$ cat src/core/ueb_map.vh
// register map, field positions and counts for the serial port block
// assumes a 32-bit classic wishbone bus with byte addresses
`ifndef UEB_MAP_VH
`define UEB_MAP_VH
// byte offsets
`define UEB_OFF_CTRL    8'h00
`define UEB_OFF_DATA    8'h04
`define UEB_OFF_STAT    8'h08
`define UEB_OFF_PWR     8'h0c
`define UEB_OFF_BAUD    8'h10
`define UEB_OFF_IRQ_ST  8'h14
`define UEB_OFF_IRQ_MSK 8'h18
`define UEB_OFF_RST_SRC 8'h1c
// serial_control_reg fields
`define UEB_CTRL_MODE_HI 7
`define UEB_CTRL_MODE_LO 6
`define UEB_CTRL_RX_EN   4
`define UEB_CTRL_TX_B8   3
`define UEB_CTRL_RX_B8   2
`define UEB_CTRL_TX_INT  1
`define UEB_CTRL_RX_INT  0
// serial_status_reg fields
`define UEB_STAT_DBUF    7
`define UEB_STAT_BRK_RST 6
`define UEB_STAT_TX_BUSY 4
`define UEB_STAT_FE      3
`define UEB_STAT_BRK     2
// power_control_reg field
`define UEB_PWR_FE_SEL   6
// interrupt status and mask fields
`define UEB_IRQ_RX       0
`define UEB_IRQ_TX       1
`define UEB_IRQ_FE       2
`define UEB_IRQ_BRK      3
`define UEB_IRQ_W        4
// reset values
`define UEB_BAUD_RST     16'h0040
`define UEB_CTRL_RST     8'h00
`define UEB_STAT_RST     8'h00
// timing counts in oversample ticks; break length also given in bit periods
`define UEB_OVS_LAST     4'hf
`define UEB_OVS_MID      4'h7
`define UEB_BRK_BITS     8'd11
`define UEB_BRK_TICKS    8'd176
`endif

$ cat src/core/ueb_tx.v
// transmit shifter with optional one-character holding buffer
// assumes tick_i is a one-cycle pulse at sixteen times the bit rate
`include "ueb_map.vh"
module ueb_tx (
    // clock and reset
    input  wire       clk_i,
    input  wire       rst_i,
    // control
    input  wire       tick_i,
    input  wire       load_i,
    input  wire [7:0] data_i,
    input  wire       ninth_i,
    input  wire       nine_i,
    input  wire       dbuf_i,
    // status
    output reg        txd_o,
    output reg        done_o,
    output reg        free_o,
    output reg        busy_o
);
    reg [9:0] sh_q;
    reg [3:0] bit_q;
    reg [3:0] sub_q;
    reg [8:0] hold_q;
    reg       hold_full_q;
    reg       fdb_q;
    wire [3:0] last_w;
    reg        txd_d;

    assign last_w = nine_i ? 4'd10 : 4'd9;

    // ninth bit read live when not buffered
    always @*
    begin
        txd_d = 1'b1;
        if (busy_o)
        begin
            if (bit_q == last_w)
                txd_d = 1'b1;
            else if (bit_q == 4'd9 && !fdb_q)
                txd_d = ninth_i;
            else
                txd_d = sh_q[0];
        end
    end

    always @(posedge clk_i)
    begin
        if (rst_i)
        begin
            sh_q        <= 10'h3ff;
            bit_q       <= 4'h0;
            sub_q       <= 4'h0;
            hold_q      <= 9'h000;
            hold_full_q <= 1'b0;
            fdb_q       <= 1'b0;
            busy_o      <= 1'b0;
            done_o      <= 1'b0;
            free_o      <= 1'b0;
            txd_o       <= 1'b1;
        end
        else
        begin
            txd_o  <= txd_d;
            done_o <= 1'b0;
            free_o <= 1'b0;
            if (busy_o && tick_i)
            begin
                sub_q <= sub_q + 4'h1;
                if (sub_q == `UEB_OVS_LAST)
                begin
                    if (bit_q == last_w)
                    begin
                        done_o <= 1'b1;
                        // back to back frames, one stop bit
                        if (hold_full_q)
                        begin
                            sh_q        <= {hold_q, 1'b0};
                            bit_q       <= 4'h0;
                            fdb_q       <= 1'b1;
                            hold_full_q <= 1'b0;
                            free_o      <= 1'b1;
                        end
                        else
                            busy_o <= 1'b0;
                    end
                    else
                    begin
                        bit_q <= bit_q + 4'h1;
                        sh_q  <= {1'b1, sh_q[9:1]};
                    end
                end
            end
            else if (!busy_o && hold_full_q)
            begin
                sh_q        <= {hold_q, 1'b0};
                bit_q       <= 4'h0;
                sub_q       <= 4'h0;
                fdb_q       <= 1'b1;
                busy_o      <= 1'b1;
                hold_full_q <= 1'b0;
                free_o      <= 1'b1;
            end
            // ninth bit latched with the data byte
            if (load_i && dbuf_i)
            begin
                hold_q      <= {ninth_i, data_i};
                hold_full_q <= 1'b1;
            end
            // conventional port: a write starts a frame at once
            if (load_i && !dbuf_i)
            begin
                sh_q   <= {ninth_i, data_i, 1'b0};
                bit_q  <= 4'h0;
                sub_q  <= 4'h0;
                fdb_q  <= 1'b0;
                busy_o <= 1'b1;
            end
        end
    end
endmodule

$ cat src/core/ueb_top.v
// serial port with framing error, break detect and transmit double buffer
// assumes classic wishbone master on clk_i; rxd_i is asynchronous
// Functional notes
// - framing error always shows as a flag in the serial status register
// - with framing error select set, control bit 7 reads the error flag
// - eleven low bit periods on the receive line report a break flag
// - an enabled break resets the device and forces programming mode
// - after a break reset fetch starts at the boot address
// - double buffer holds next character; frames then share one stop bit
// - double buffer bit (status bit 7) clear gives a conventional single-buffered port
// - buffered transmit interrupt fires when the holding buffer frees
// - buffered, the ninth bit is latched with the data byte on write
// - eight-bit frames: start, eight data lsb first, stop into rx ninth
// - nine-bit frames: ninth bit to rx ninth bit, stop bit dropped
`include "ueb_map.vh"
module ueb_top (
    // clock and resets
    input  wire        clk_i,
    input  wire        rst_i,
    input  wire        por_i,
    // wishbone slave
    input  wire        cyc_i,
    input  wire        stb_i,
    input  wire        we_i,
    input  wire [7:0]  adr_i,
    input  wire [3:0]  sel_i,
    input  wire [31:0] dat_i,
    output reg  [31:0] dat_o,
    output reg         ack_o,
    // serial line
    input  wire        rxd_i,
    output wire        txd_o,
    // system
    output reg         irq_o,
    output reg         device_reset_o,
    output wire        boot_from_vector_o,
    output wire        in_system_programming_mode_o
);
    localparam RX_IDLE  = 3'b001;
    localparam RX_START = 3'b010;
    localparam RX_DATA  = 3'b100;

    wire        sys_rst, req, wr, rd, ctrl_wr, stat_wr;
    wire        nine_w, tx_done, tx_free, tx_busy, tx_ev;
    wire [3:0]  rx_last_w;
    reg         rx_s1_q, rx_s2_q, tick_q, boot_q;
    reg         mode_hi_q, mode_lo_q, rx_en_q, tx_b8_q, rx_b8_q;
    reg         ti_q, ri_q, dbuf_q, brk_rst_q, fe_q, brk_q, fe_sel_q;
    reg         brk_arm_q, brk_ev_q, rx_done_q, rx_fe_q, rx_b8_new_q;
    reg  [15:0] baud_q, bcnt_q;
    reg  [7:0]  rx_data_q, rx_byte_q, brk_cnt_q;
    reg  [`UEB_IRQ_W-1:0] ist_q, imsk_q;
    reg  [2:0]  rx_st_q;
    reg  [3:0]  rx_sub_q, rx_bit_q;
    reg  [8:0]  rx_sh_q;
    reg  [31:0] rdat_d;

    assign sys_rst = rst_i | por_i;
    assign req     = cyc_i & stb_i;
    // effects happen at the edge where the master sees ack
    assign wr      = req & ack_o & we_i & sel_i[0];
    assign rd      = req & ack_o & ~we_i;
    assign ctrl_wr = wr && adr_i == `UEB_OFF_CTRL;
    assign stat_wr = wr && adr_i == `UEB_OFF_STAT;
    assign nine_w  = mode_hi_q;
    assign rx_last_w = nine_w ? 4'd9 : 4'd8;
    // buffered port raises tx interrupt on buffer free
    assign tx_ev   = dbuf_q ? tx_free : tx_done;
    assign boot_from_vector_o = boot_q;
    assign in_system_programming_mode_o = boot_q;

    // unmapped reads return zero
    always @*
    begin
        rdat_d = 32'h00000000;
        case (adr_i)
            `UEB_OFF_CTRL:
                rdat_d[7:0] = {fe_sel_q ? fe_q : mode_hi_q,
                               mode_lo_q, 1'b0, rx_en_q,
                               tx_b8_q, rx_b8_q, ti_q, ri_q};
            `UEB_OFF_DATA:
                rdat_d[7:0] = rx_data_q;
            `UEB_OFF_STAT:
                rdat_d[7:0] = {dbuf_q, brk_rst_q, 1'b0, tx_busy,
                               fe_q, brk_q, 2'b00};
            `UEB_OFF_PWR:
                rdat_d[7:0] = {1'b0, fe_sel_q, 6'h00};
            `UEB_OFF_BAUD:
                rdat_d[15:0] = baud_q;
            `UEB_OFF_IRQ_ST:
                rdat_d[`UEB_IRQ_W-1:0] = ist_q;
            `UEB_OFF_IRQ_MSK:
                rdat_d[`UEB_IRQ_W-1:0] = imsk_q;
            `UEB_OFF_RST_SRC:
                rdat_d[0] = boot_q;
            default:
                rdat_d = 32'h00000000;
        endcase
    end

    // bus slave with one wait state; registers; hardware sets win
    always @(posedge clk_i)
    begin
        if (sys_rst)
        begin
            ack_o     <= 1'b0;
            dat_o     <= 32'h00000000;
            ist_q     <= {`UEB_IRQ_W{1'b0}};
            irq_o     <= 1'b0;
            mode_hi_q <= 1'b0;
            mode_lo_q <= 1'b0;
            rx_en_q   <= 1'b0;
            tx_b8_q   <= 1'b0;
            rx_b8_q   <= 1'b0;
            ti_q      <= 1'b0;
            ri_q      <= 1'b0;
            dbuf_q    <= 1'b0;
            brk_rst_q <= 1'b0;
            fe_q      <= 1'b0;
            brk_q     <= 1'b0;
            fe_sel_q  <= 1'b0;
            baud_q    <= `UEB_BAUD_RST;
            imsk_q    <= {`UEB_IRQ_W{1'b0}};
            rx_data_q <= 8'h00;
        end
        else
        begin
            ack_o <= req & ~ack_o;
            if (req & ~ack_o)
                dat_o <= rdat_d;
            if (ctrl_wr)
            begin
                // a zero in bit 7 clears the error flag when selected
                if (fe_sel_q)
                begin
                    if (!dat_i[`UEB_CTRL_MODE_HI])
                        fe_q <= 1'b0;
                end
                else
                    mode_hi_q <= dat_i[`UEB_CTRL_MODE_HI];
                mode_lo_q <= dat_i[`UEB_CTRL_MODE_LO];
                rx_en_q   <= dat_i[`UEB_CTRL_RX_EN];
                tx_b8_q   <= dat_i[`UEB_CTRL_TX_B8];
                rx_b8_q   <= dat_i[`UEB_CTRL_RX_B8];
                ti_q      <= dat_i[`UEB_CTRL_TX_INT];
                ri_q      <= dat_i[`UEB_CTRL_RX_INT];
            end
            if (stat_wr)
            begin
                dbuf_q    <= dat_i[`UEB_STAT_DBUF];
                brk_rst_q <= dat_i[`UEB_STAT_BRK_RST];
                if (!dat_i[`UEB_STAT_FE])
                    fe_q <= 1'b0;
                if (!dat_i[`UEB_STAT_BRK])
                    brk_q <= 1'b0;
            end
            if (wr && adr_i == `UEB_OFF_PWR)
                fe_sel_q <= dat_i[`UEB_PWR_FE_SEL];
            if (wr && adr_i == `UEB_OFF_BAUD && sel_i[1])
                baud_q <= dat_i[15:0];
            if (wr && adr_i == `UEB_OFF_IRQ_MSK)
                imsk_q <= dat_i[`UEB_IRQ_W-1:0];
            if (tx_ev)
                ti_q <= 1'b1;
            if (rx_done_q)
            begin
                ri_q      <= 1'b1;
                rx_data_q <= rx_byte_q;
                rx_b8_q   <= rx_b8_new_q;
            end
            if (rx_done_q && rx_fe_q)
                fe_q <= 1'b1;
            if (brk_ev_q)
                brk_q <= 1'b1;
            // sticky interrupt status, cleared by reading it
            if (rd && adr_i == `UEB_OFF_IRQ_ST)
                ist_q <= {`UEB_IRQ_W{1'b0}};
            if (rx_done_q)
                ist_q[`UEB_IRQ_RX] <= 1'b1;
            if (tx_ev)
                ist_q[`UEB_IRQ_TX] <= 1'b1;
            if (rx_done_q && rx_fe_q)
                ist_q[`UEB_IRQ_FE] <= 1'b1;
            if (brk_ev_q)
                ist_q[`UEB_IRQ_BRK] <= 1'b1;
            irq_o <= |(ist_q & imsk_q);
        end
    end

    // break reset: boot flag survives system reset, cleared by por or by writing zero to reset source bit 0
    always @(posedge clk_i)
    begin
        if (por_i)
        begin
            boot_q         <= 1'b0;
            device_reset_o <= 1'b0;
        end
        else
        begin
            device_reset_o <= brk_ev_q & brk_rst_q & ~rst_i;
            if (wr && adr_i == `UEB_OFF_RST_SRC && !dat_i[0])
                boot_q <= 1'b0;
            if (brk_ev_q && brk_rst_q && !rst_i)
                boot_q <= 1'b1;
        end
    end

    // sixteen baud ticks per bit, line synchroniser, break counter;
    // break counting runs whether or not the receiver is enabled
    always @(posedge clk_i)
    begin
        if (sys_rst)
        begin
            bcnt_q    <= 16'h0000;
            tick_q    <= 1'b0;
            rx_s1_q   <= 1'b1;
            rx_s2_q   <= 1'b1;
            brk_cnt_q <= 8'h00;
            brk_arm_q <= 1'b1;
            brk_ev_q  <= 1'b0;
        end
        else
        begin
            tick_q <= 1'b0;
            if (bcnt_q >= baud_q)
            begin
                bcnt_q <= 16'h0000;
                tick_q <= 1'b1;
            end
            else
                bcnt_q <= bcnt_q + 16'h0001;
            rx_s1_q  <= rxd_i;
            rx_s2_q  <= rx_s1_q;
            brk_ev_q <= 1'b0;
            if (rx_s2_q)
            begin
                brk_cnt_q <= 8'h00;
                brk_arm_q <= 1'b1;
            end
            else if (tick_q && brk_arm_q)
            begin
                if (brk_cnt_q == `UEB_BRK_TICKS - 8'd1)
                begin
                    brk_ev_q  <= 1'b1;
                    brk_arm_q <= 1'b0;
                    brk_cnt_q <= 8'h00;
                end
                else
                    brk_cnt_q <= brk_cnt_q + 8'h01;
            end
        end
    end

    // receiver, samples at mid bit
    always @(posedge clk_i)
    begin
        if (sys_rst)
        begin
            rx_st_q     <= RX_IDLE;
            rx_sub_q    <= 4'h0;
            rx_bit_q    <= 4'h0;
            rx_sh_q     <= 9'h000;
            rx_done_q   <= 1'b0;
            rx_fe_q     <= 1'b0;
            rx_byte_q   <= 8'h00;
            rx_b8_new_q <= 1'b0;
        end
        else
        begin
            rx_done_q <= 1'b0;
            case (rx_st_q)
                RX_IDLE:
                begin
                    rx_sub_q <= 4'h0;
                    if (rx_en_q && !rx_s2_q)
                        rx_st_q <= RX_START;
                end
                RX_START:
                begin
                    if (tick_q)
                    begin
                        rx_sub_q <= rx_sub_q + 4'h1;
                        if (rx_sub_q == `UEB_OVS_MID)
                        begin
                            rx_sub_q <= 4'h0;
                            rx_bit_q <= 4'h0;
                            // glitch, not a start bit
                            rx_st_q  <= rx_s2_q ? RX_IDLE : RX_DATA;
                        end
                    end
                end
                RX_DATA:
                begin
                    if (tick_q)
                    begin
                        rx_sub_q <= rx_sub_q + 4'h1;
                        if (rx_sub_q == `UEB_OVS_LAST)
                        begin
                            rx_bit_q <= rx_bit_q + 4'h1;
                            if (rx_bit_q == rx_last_w)
                            begin
                                rx_done_q   <= 1'b1;
                                rx_fe_q     <= ~rx_s2_q;
                                rx_byte_q   <= nine_w ? rx_sh_q[7:0] : rx_sh_q[8:1];
                                // eight-bit mode keeps stop bit
                                rx_b8_new_q <= nine_w ? rx_sh_q[8]
                                                      : rx_s2_q;
                                rx_st_q     <= RX_IDLE;
                            end
                            else
                                rx_sh_q <= {rx_s2_q, rx_sh_q[8:1]};
                        end
                    end
                end
                default:
                    rx_st_q <= RX_IDLE;
            endcase
        end
    end

    // mode 0 is run as an eight-bit async frame; left to software
    ueb_tx u_tx (
        .clk_i  (clk_i),
        .rst_i  (sys_rst),
        .tick_i (tick_q),
        .load_i (wr && adr_i == `UEB_OFF_DATA),
        .data_i (dat_i[7:0]),
        .ninth_i(tx_b8_q),
        .nine_i (nine_w),
        .dbuf_i (dbuf_q),
        .txd_o  (txd_o),
        .done_o (tx_done),
        .free_o (tx_free),
        .busy_o (tx_busy)
    );
endmodule

$ cat config.mk
export PLATFORM = sky130hd
export DESIGN_NAME = ueb_top
export DESIGN_NICKNAME = d
export VERILOG_FILES = /design/src/core/ueb_tx.v /design/src/core/ueb_top.v
export VERILOG_INCLUDE_DIRS = /design/src /design/src/core
export SDC_FILE = /design/constraint.sdc
export NUM_CORES = 1
export LEC_CHECK = 0
export BUFFER_PORTS_ARGS = -buffer_cell sky130_fd_sc_hd__buf_4
export CAP_MARGIN = 10
export CORE_UTILIZATION = 50
export CTS_CLUSTER_SIZE = 16
export DETAILED_ROUTE_END_ITERATION = 10
export PLACE_DENSITY = 0.75
export SYNTH_ARGS = -nofsm -noshare
export SYNTH_HDL_FRONTEND = slang
export SYNTH_SLANG_ARGS = --single-unit
$ cat constraint.sdc
create_clock -name clk_i -period 1.99 [get_ports clk_i]
set_input_delay 0.0995 -clock clk_i [delete_from_list [all_inputs] [get_ports clk_i]]
set_output_delay 0.0995 -clock clk_i [all_outputs]
set_load 0.02 [all_outputs]
==> flow_metrics.tcl <==
set metrics [dict create \
    io_pins 89 \
    synth_cells 846 \
    start_util 0.511 \
    setup_viol 0 \
    die_y_um 124 \
    startpoint_type "flip-flop" \
    period_minus_slack_ns 1.94 \
    die_area_mm2 0.0153 \
    path_clk_slew_ns 0.06 \
    wl_per_cell_um 15.6 \
    tns_ns 0 \
    cp_max_fo 6 \
    layout_commonest_cell "dfxtp_1" \
    post_dp_cell_area_mm2 0.00813 \
    hp-start "adr_i[0]" \
    critPathKind "flip-flop to flip-flop" \
    yosys_warnings 0 \
    grt_pass1_vias 5950 \
    io_buffers 54 \
    vias 6303 \
    r2r_slack_ns 0.05 \
    r2r_end "u_tx.bit_q[3]" \
    final_cell_mix "dfxtp_1, nand2_1, buf_4" \
    finalHoldViolCount 0 \
    viasPerCell 5.59 \
    fin_crit_sh 0.973 \
    fin_worst_skew_ns 0.00951 \
    drv_slew 0 \
    tightest_slew_ns 0.546 \
    hold_path_end "dat_o[5]" \
    synth_adder_area_share 0.0388 \
    r2r_start "u_tx.bit_q[0]" \
    drc 0 \
    core_mm2 0.0145 \
    outcome "completed" \
    rows 44 \
    ys_types 68 \
    grt-ovfl-total 0 \
    clkLatencyLatePin_ns 0.43 \
    finalInstanceArea_mm2 0.00897 \
    nets 1008 \
    cts_root_buf "clkbuf_16" \
    place.gp.congestion 0.827 \
    max_freq_ghz 0.516 \
    cts.sinks 157 \
    drive_gt1_frac 0.161 \
    ant_nets 0 \
    grt_antenna_before_repair 0 \
    routed_wl_um 17500 \
    crit_path_end_kind "flip-flop" \
    yosysSeqAreaShare 0.424 \
    die_x_um 124 \
    syn2layout_area_growth_pct 20.8 \
    diodes 0 \
    cap_violations 0 \
    crit_path_start "u_tx.bit_q[0]" \
    synthMuxAreaShare 0.0897 \
    synth_compound_area_frac 0.140 \
    ff2ff_path_depth 7 \
    drtPass1Iterations 5 \
    max-slew-margin-rel 0.636 \
    power_density_mw_per_mm2 732 \
    place.detailed.hpwl_um 12200 \
    synth-simple-area-share 0.214 \
    cts_tree "built" \
    cts_made_buffers 17 \
    cp_data_required_time_ns 2.34 \
    grt_max_degree 49 \
    syn_area_mm2 0.00742 \
    syn_area_per_cell_um2 8.77 \
    min_path_type "primary input to flip-flop" \
    synth_flop_cell "dfxtp_1" \
    synth_seq_cells 157 \
    worstPathArrival_ns 2.29 \
    synth_edf_count 0 \
    synth-xor-area-share 0.0330 \
    async_flop_share 0 \
    gr-usage-all-layers 0.241 \
    h-tree-depth 4 \
    hold_depth 3 \
    initialDrtViolationCount 452 \
    power.leakage_nw 3.38 \
    cts.path.max_buffers 2 \
    ir_drop_uv 798 \
    grt_pass1_wl_um 28600 \
    synth_top_family_by_area "simple AND/OR/NAND/NOR gates" \
]
[metrics by stage]
step | hold slack, ns | instances | utilization | setup slack [ns] | total power [mW]
after floorplan | 0.198 | 861 | - | 0.0705 | 3.37
after global placement | 0.294 | 1078 | 0.559 | 0.0751 | 3.45
after detailed placement | 0.293 | 1078 | 0.559 | -0.0350 | 3.46
after CTS | 0.0168 | 1128 | 0.613 | 0.0286 | 6.62
after global routing | 0.0283 | 1128 | 0.617 | -0.0193 | 6.76
final | 0.0336 | 1128 | 0.617 | 0.0535 | 6.56
[per-layer routing]
metal,track usage,part of all wire,vias up
li1,-,-,3134
met1,0.312,0.46,2975
met2,0.388,0.48,166
met3,0.0572,0.046,28
met4,0.0911,0.020,0
met5,0,0,-
[cell usage after synthesis (4+ instances only)]
cell type,n,area (um^2)
a211oi_1,13,97.6
a21oi_1,55,275
a22oi_1,20,150
a31oi_1,9,56.3
a32o_1,7,70.1
and2_1,6,37.5
and3_1,16,100
buf_2,4,20.0
buf_4,21,158
clkbuf_1,32,120
dfxtp_1,157,3140
ha_1,23,288
inv_1,27,101
mux2i_1,62,621
nand2_1,98,368
nand2b_1,9,56.3
nand3_1,25,125
nand3b_1,8,60.1
nand4_1,9,56.3
nor2_1,86,323
nor3_1,27,135
nor3b_1,4,30.0
nor4_1,5,31.3
o211ai_1,6,45.0
o21ai_0,16,80.1
o21bai_1,9,67.6
o22ai_1,4,25.0
or3_1,7,43.8
xnor2_1,16,140
xor2_1,12,105
[sequential cells by signal, summed over array words and instances, names as in the netlist, 3 cells and up]
register     cells
brk_cnt_q        8
u_tx.hold_q      9
u_tx.sub_q       4
u_tx.sh_q       10
ist_q            4
u_tx.bit_q       4
dat_o           16
rx_byte_q        8
baud_q          16
imsk_q           4
rx_st_q          3
rx_sub_q         4
bcnt_q          16
rx_bit_q         4
rx_data_q        8
rx_sh_q          9
[worst max path at each step]
stage                                 to  slack (ns)  cells past startpoint
after floorplan               bcnt_q[10]        0.07                      7
after global placement    u_tx.hold_q[3]        0.08                      8
after detailed placement      bcnt_q[10]       -0.03                      7
after CTS                     bcnt_q[10]        0.03                      7
after global routing       u_tx.bit_q[3]       -0.02                      7
final                      u_tx.bit_q[3]        0.05                      7
[timing repair]
item	in CTS	in global routing
buffers inserted	0	0
pin swaps	0	1
endpoints found under the hold margin	36	0
gates resized for setup	2	11
setup endpoints to repair	6	32
hold buffers	21	0
[cell type report]
cell class | count | area (um^2)
clock buffer | 22 | 474
sequential | 157 | 3140
timing repair buffer | 118 | 980
inverter | 27 | 101
fill | 1216 | 5570
clock inverter | 7 | 90.1
multi-input combinational | 613 | 3950
tap | 184 | 230
[report_power, final]
part           internal [mW]  leakage, nW  switching (mW)  total (mW)
clock                   1.92        0.274            1.22        3.14
combinational          0.103         1.84           0.175       0.278
sequential              3.15         1.27         0.00240        3.15
total                   5.17         3.38            1.40        6.56
[worst max-delay path: stages (launching register included)]
cell,delay [ns]
dfxtp_1,0.33
buf_4,0.14
nand3b_1,0.18
a211oi_4,0.10
buf_4,0.16
or2_2,0.33
or4_1,0.48
a21oi_1,0.15
[cell families (layout without fill, tap and decap cells)]
group	count (synthesis)	in the layout
mux	65	65
xor+xnor	28	28
fa+ha+maj	23	23
buf+inv	91	174
other cells	1	16
simple gates	322	322
flops	157	157
compound gates	159	159
Power figures use the tool's default switching activity.
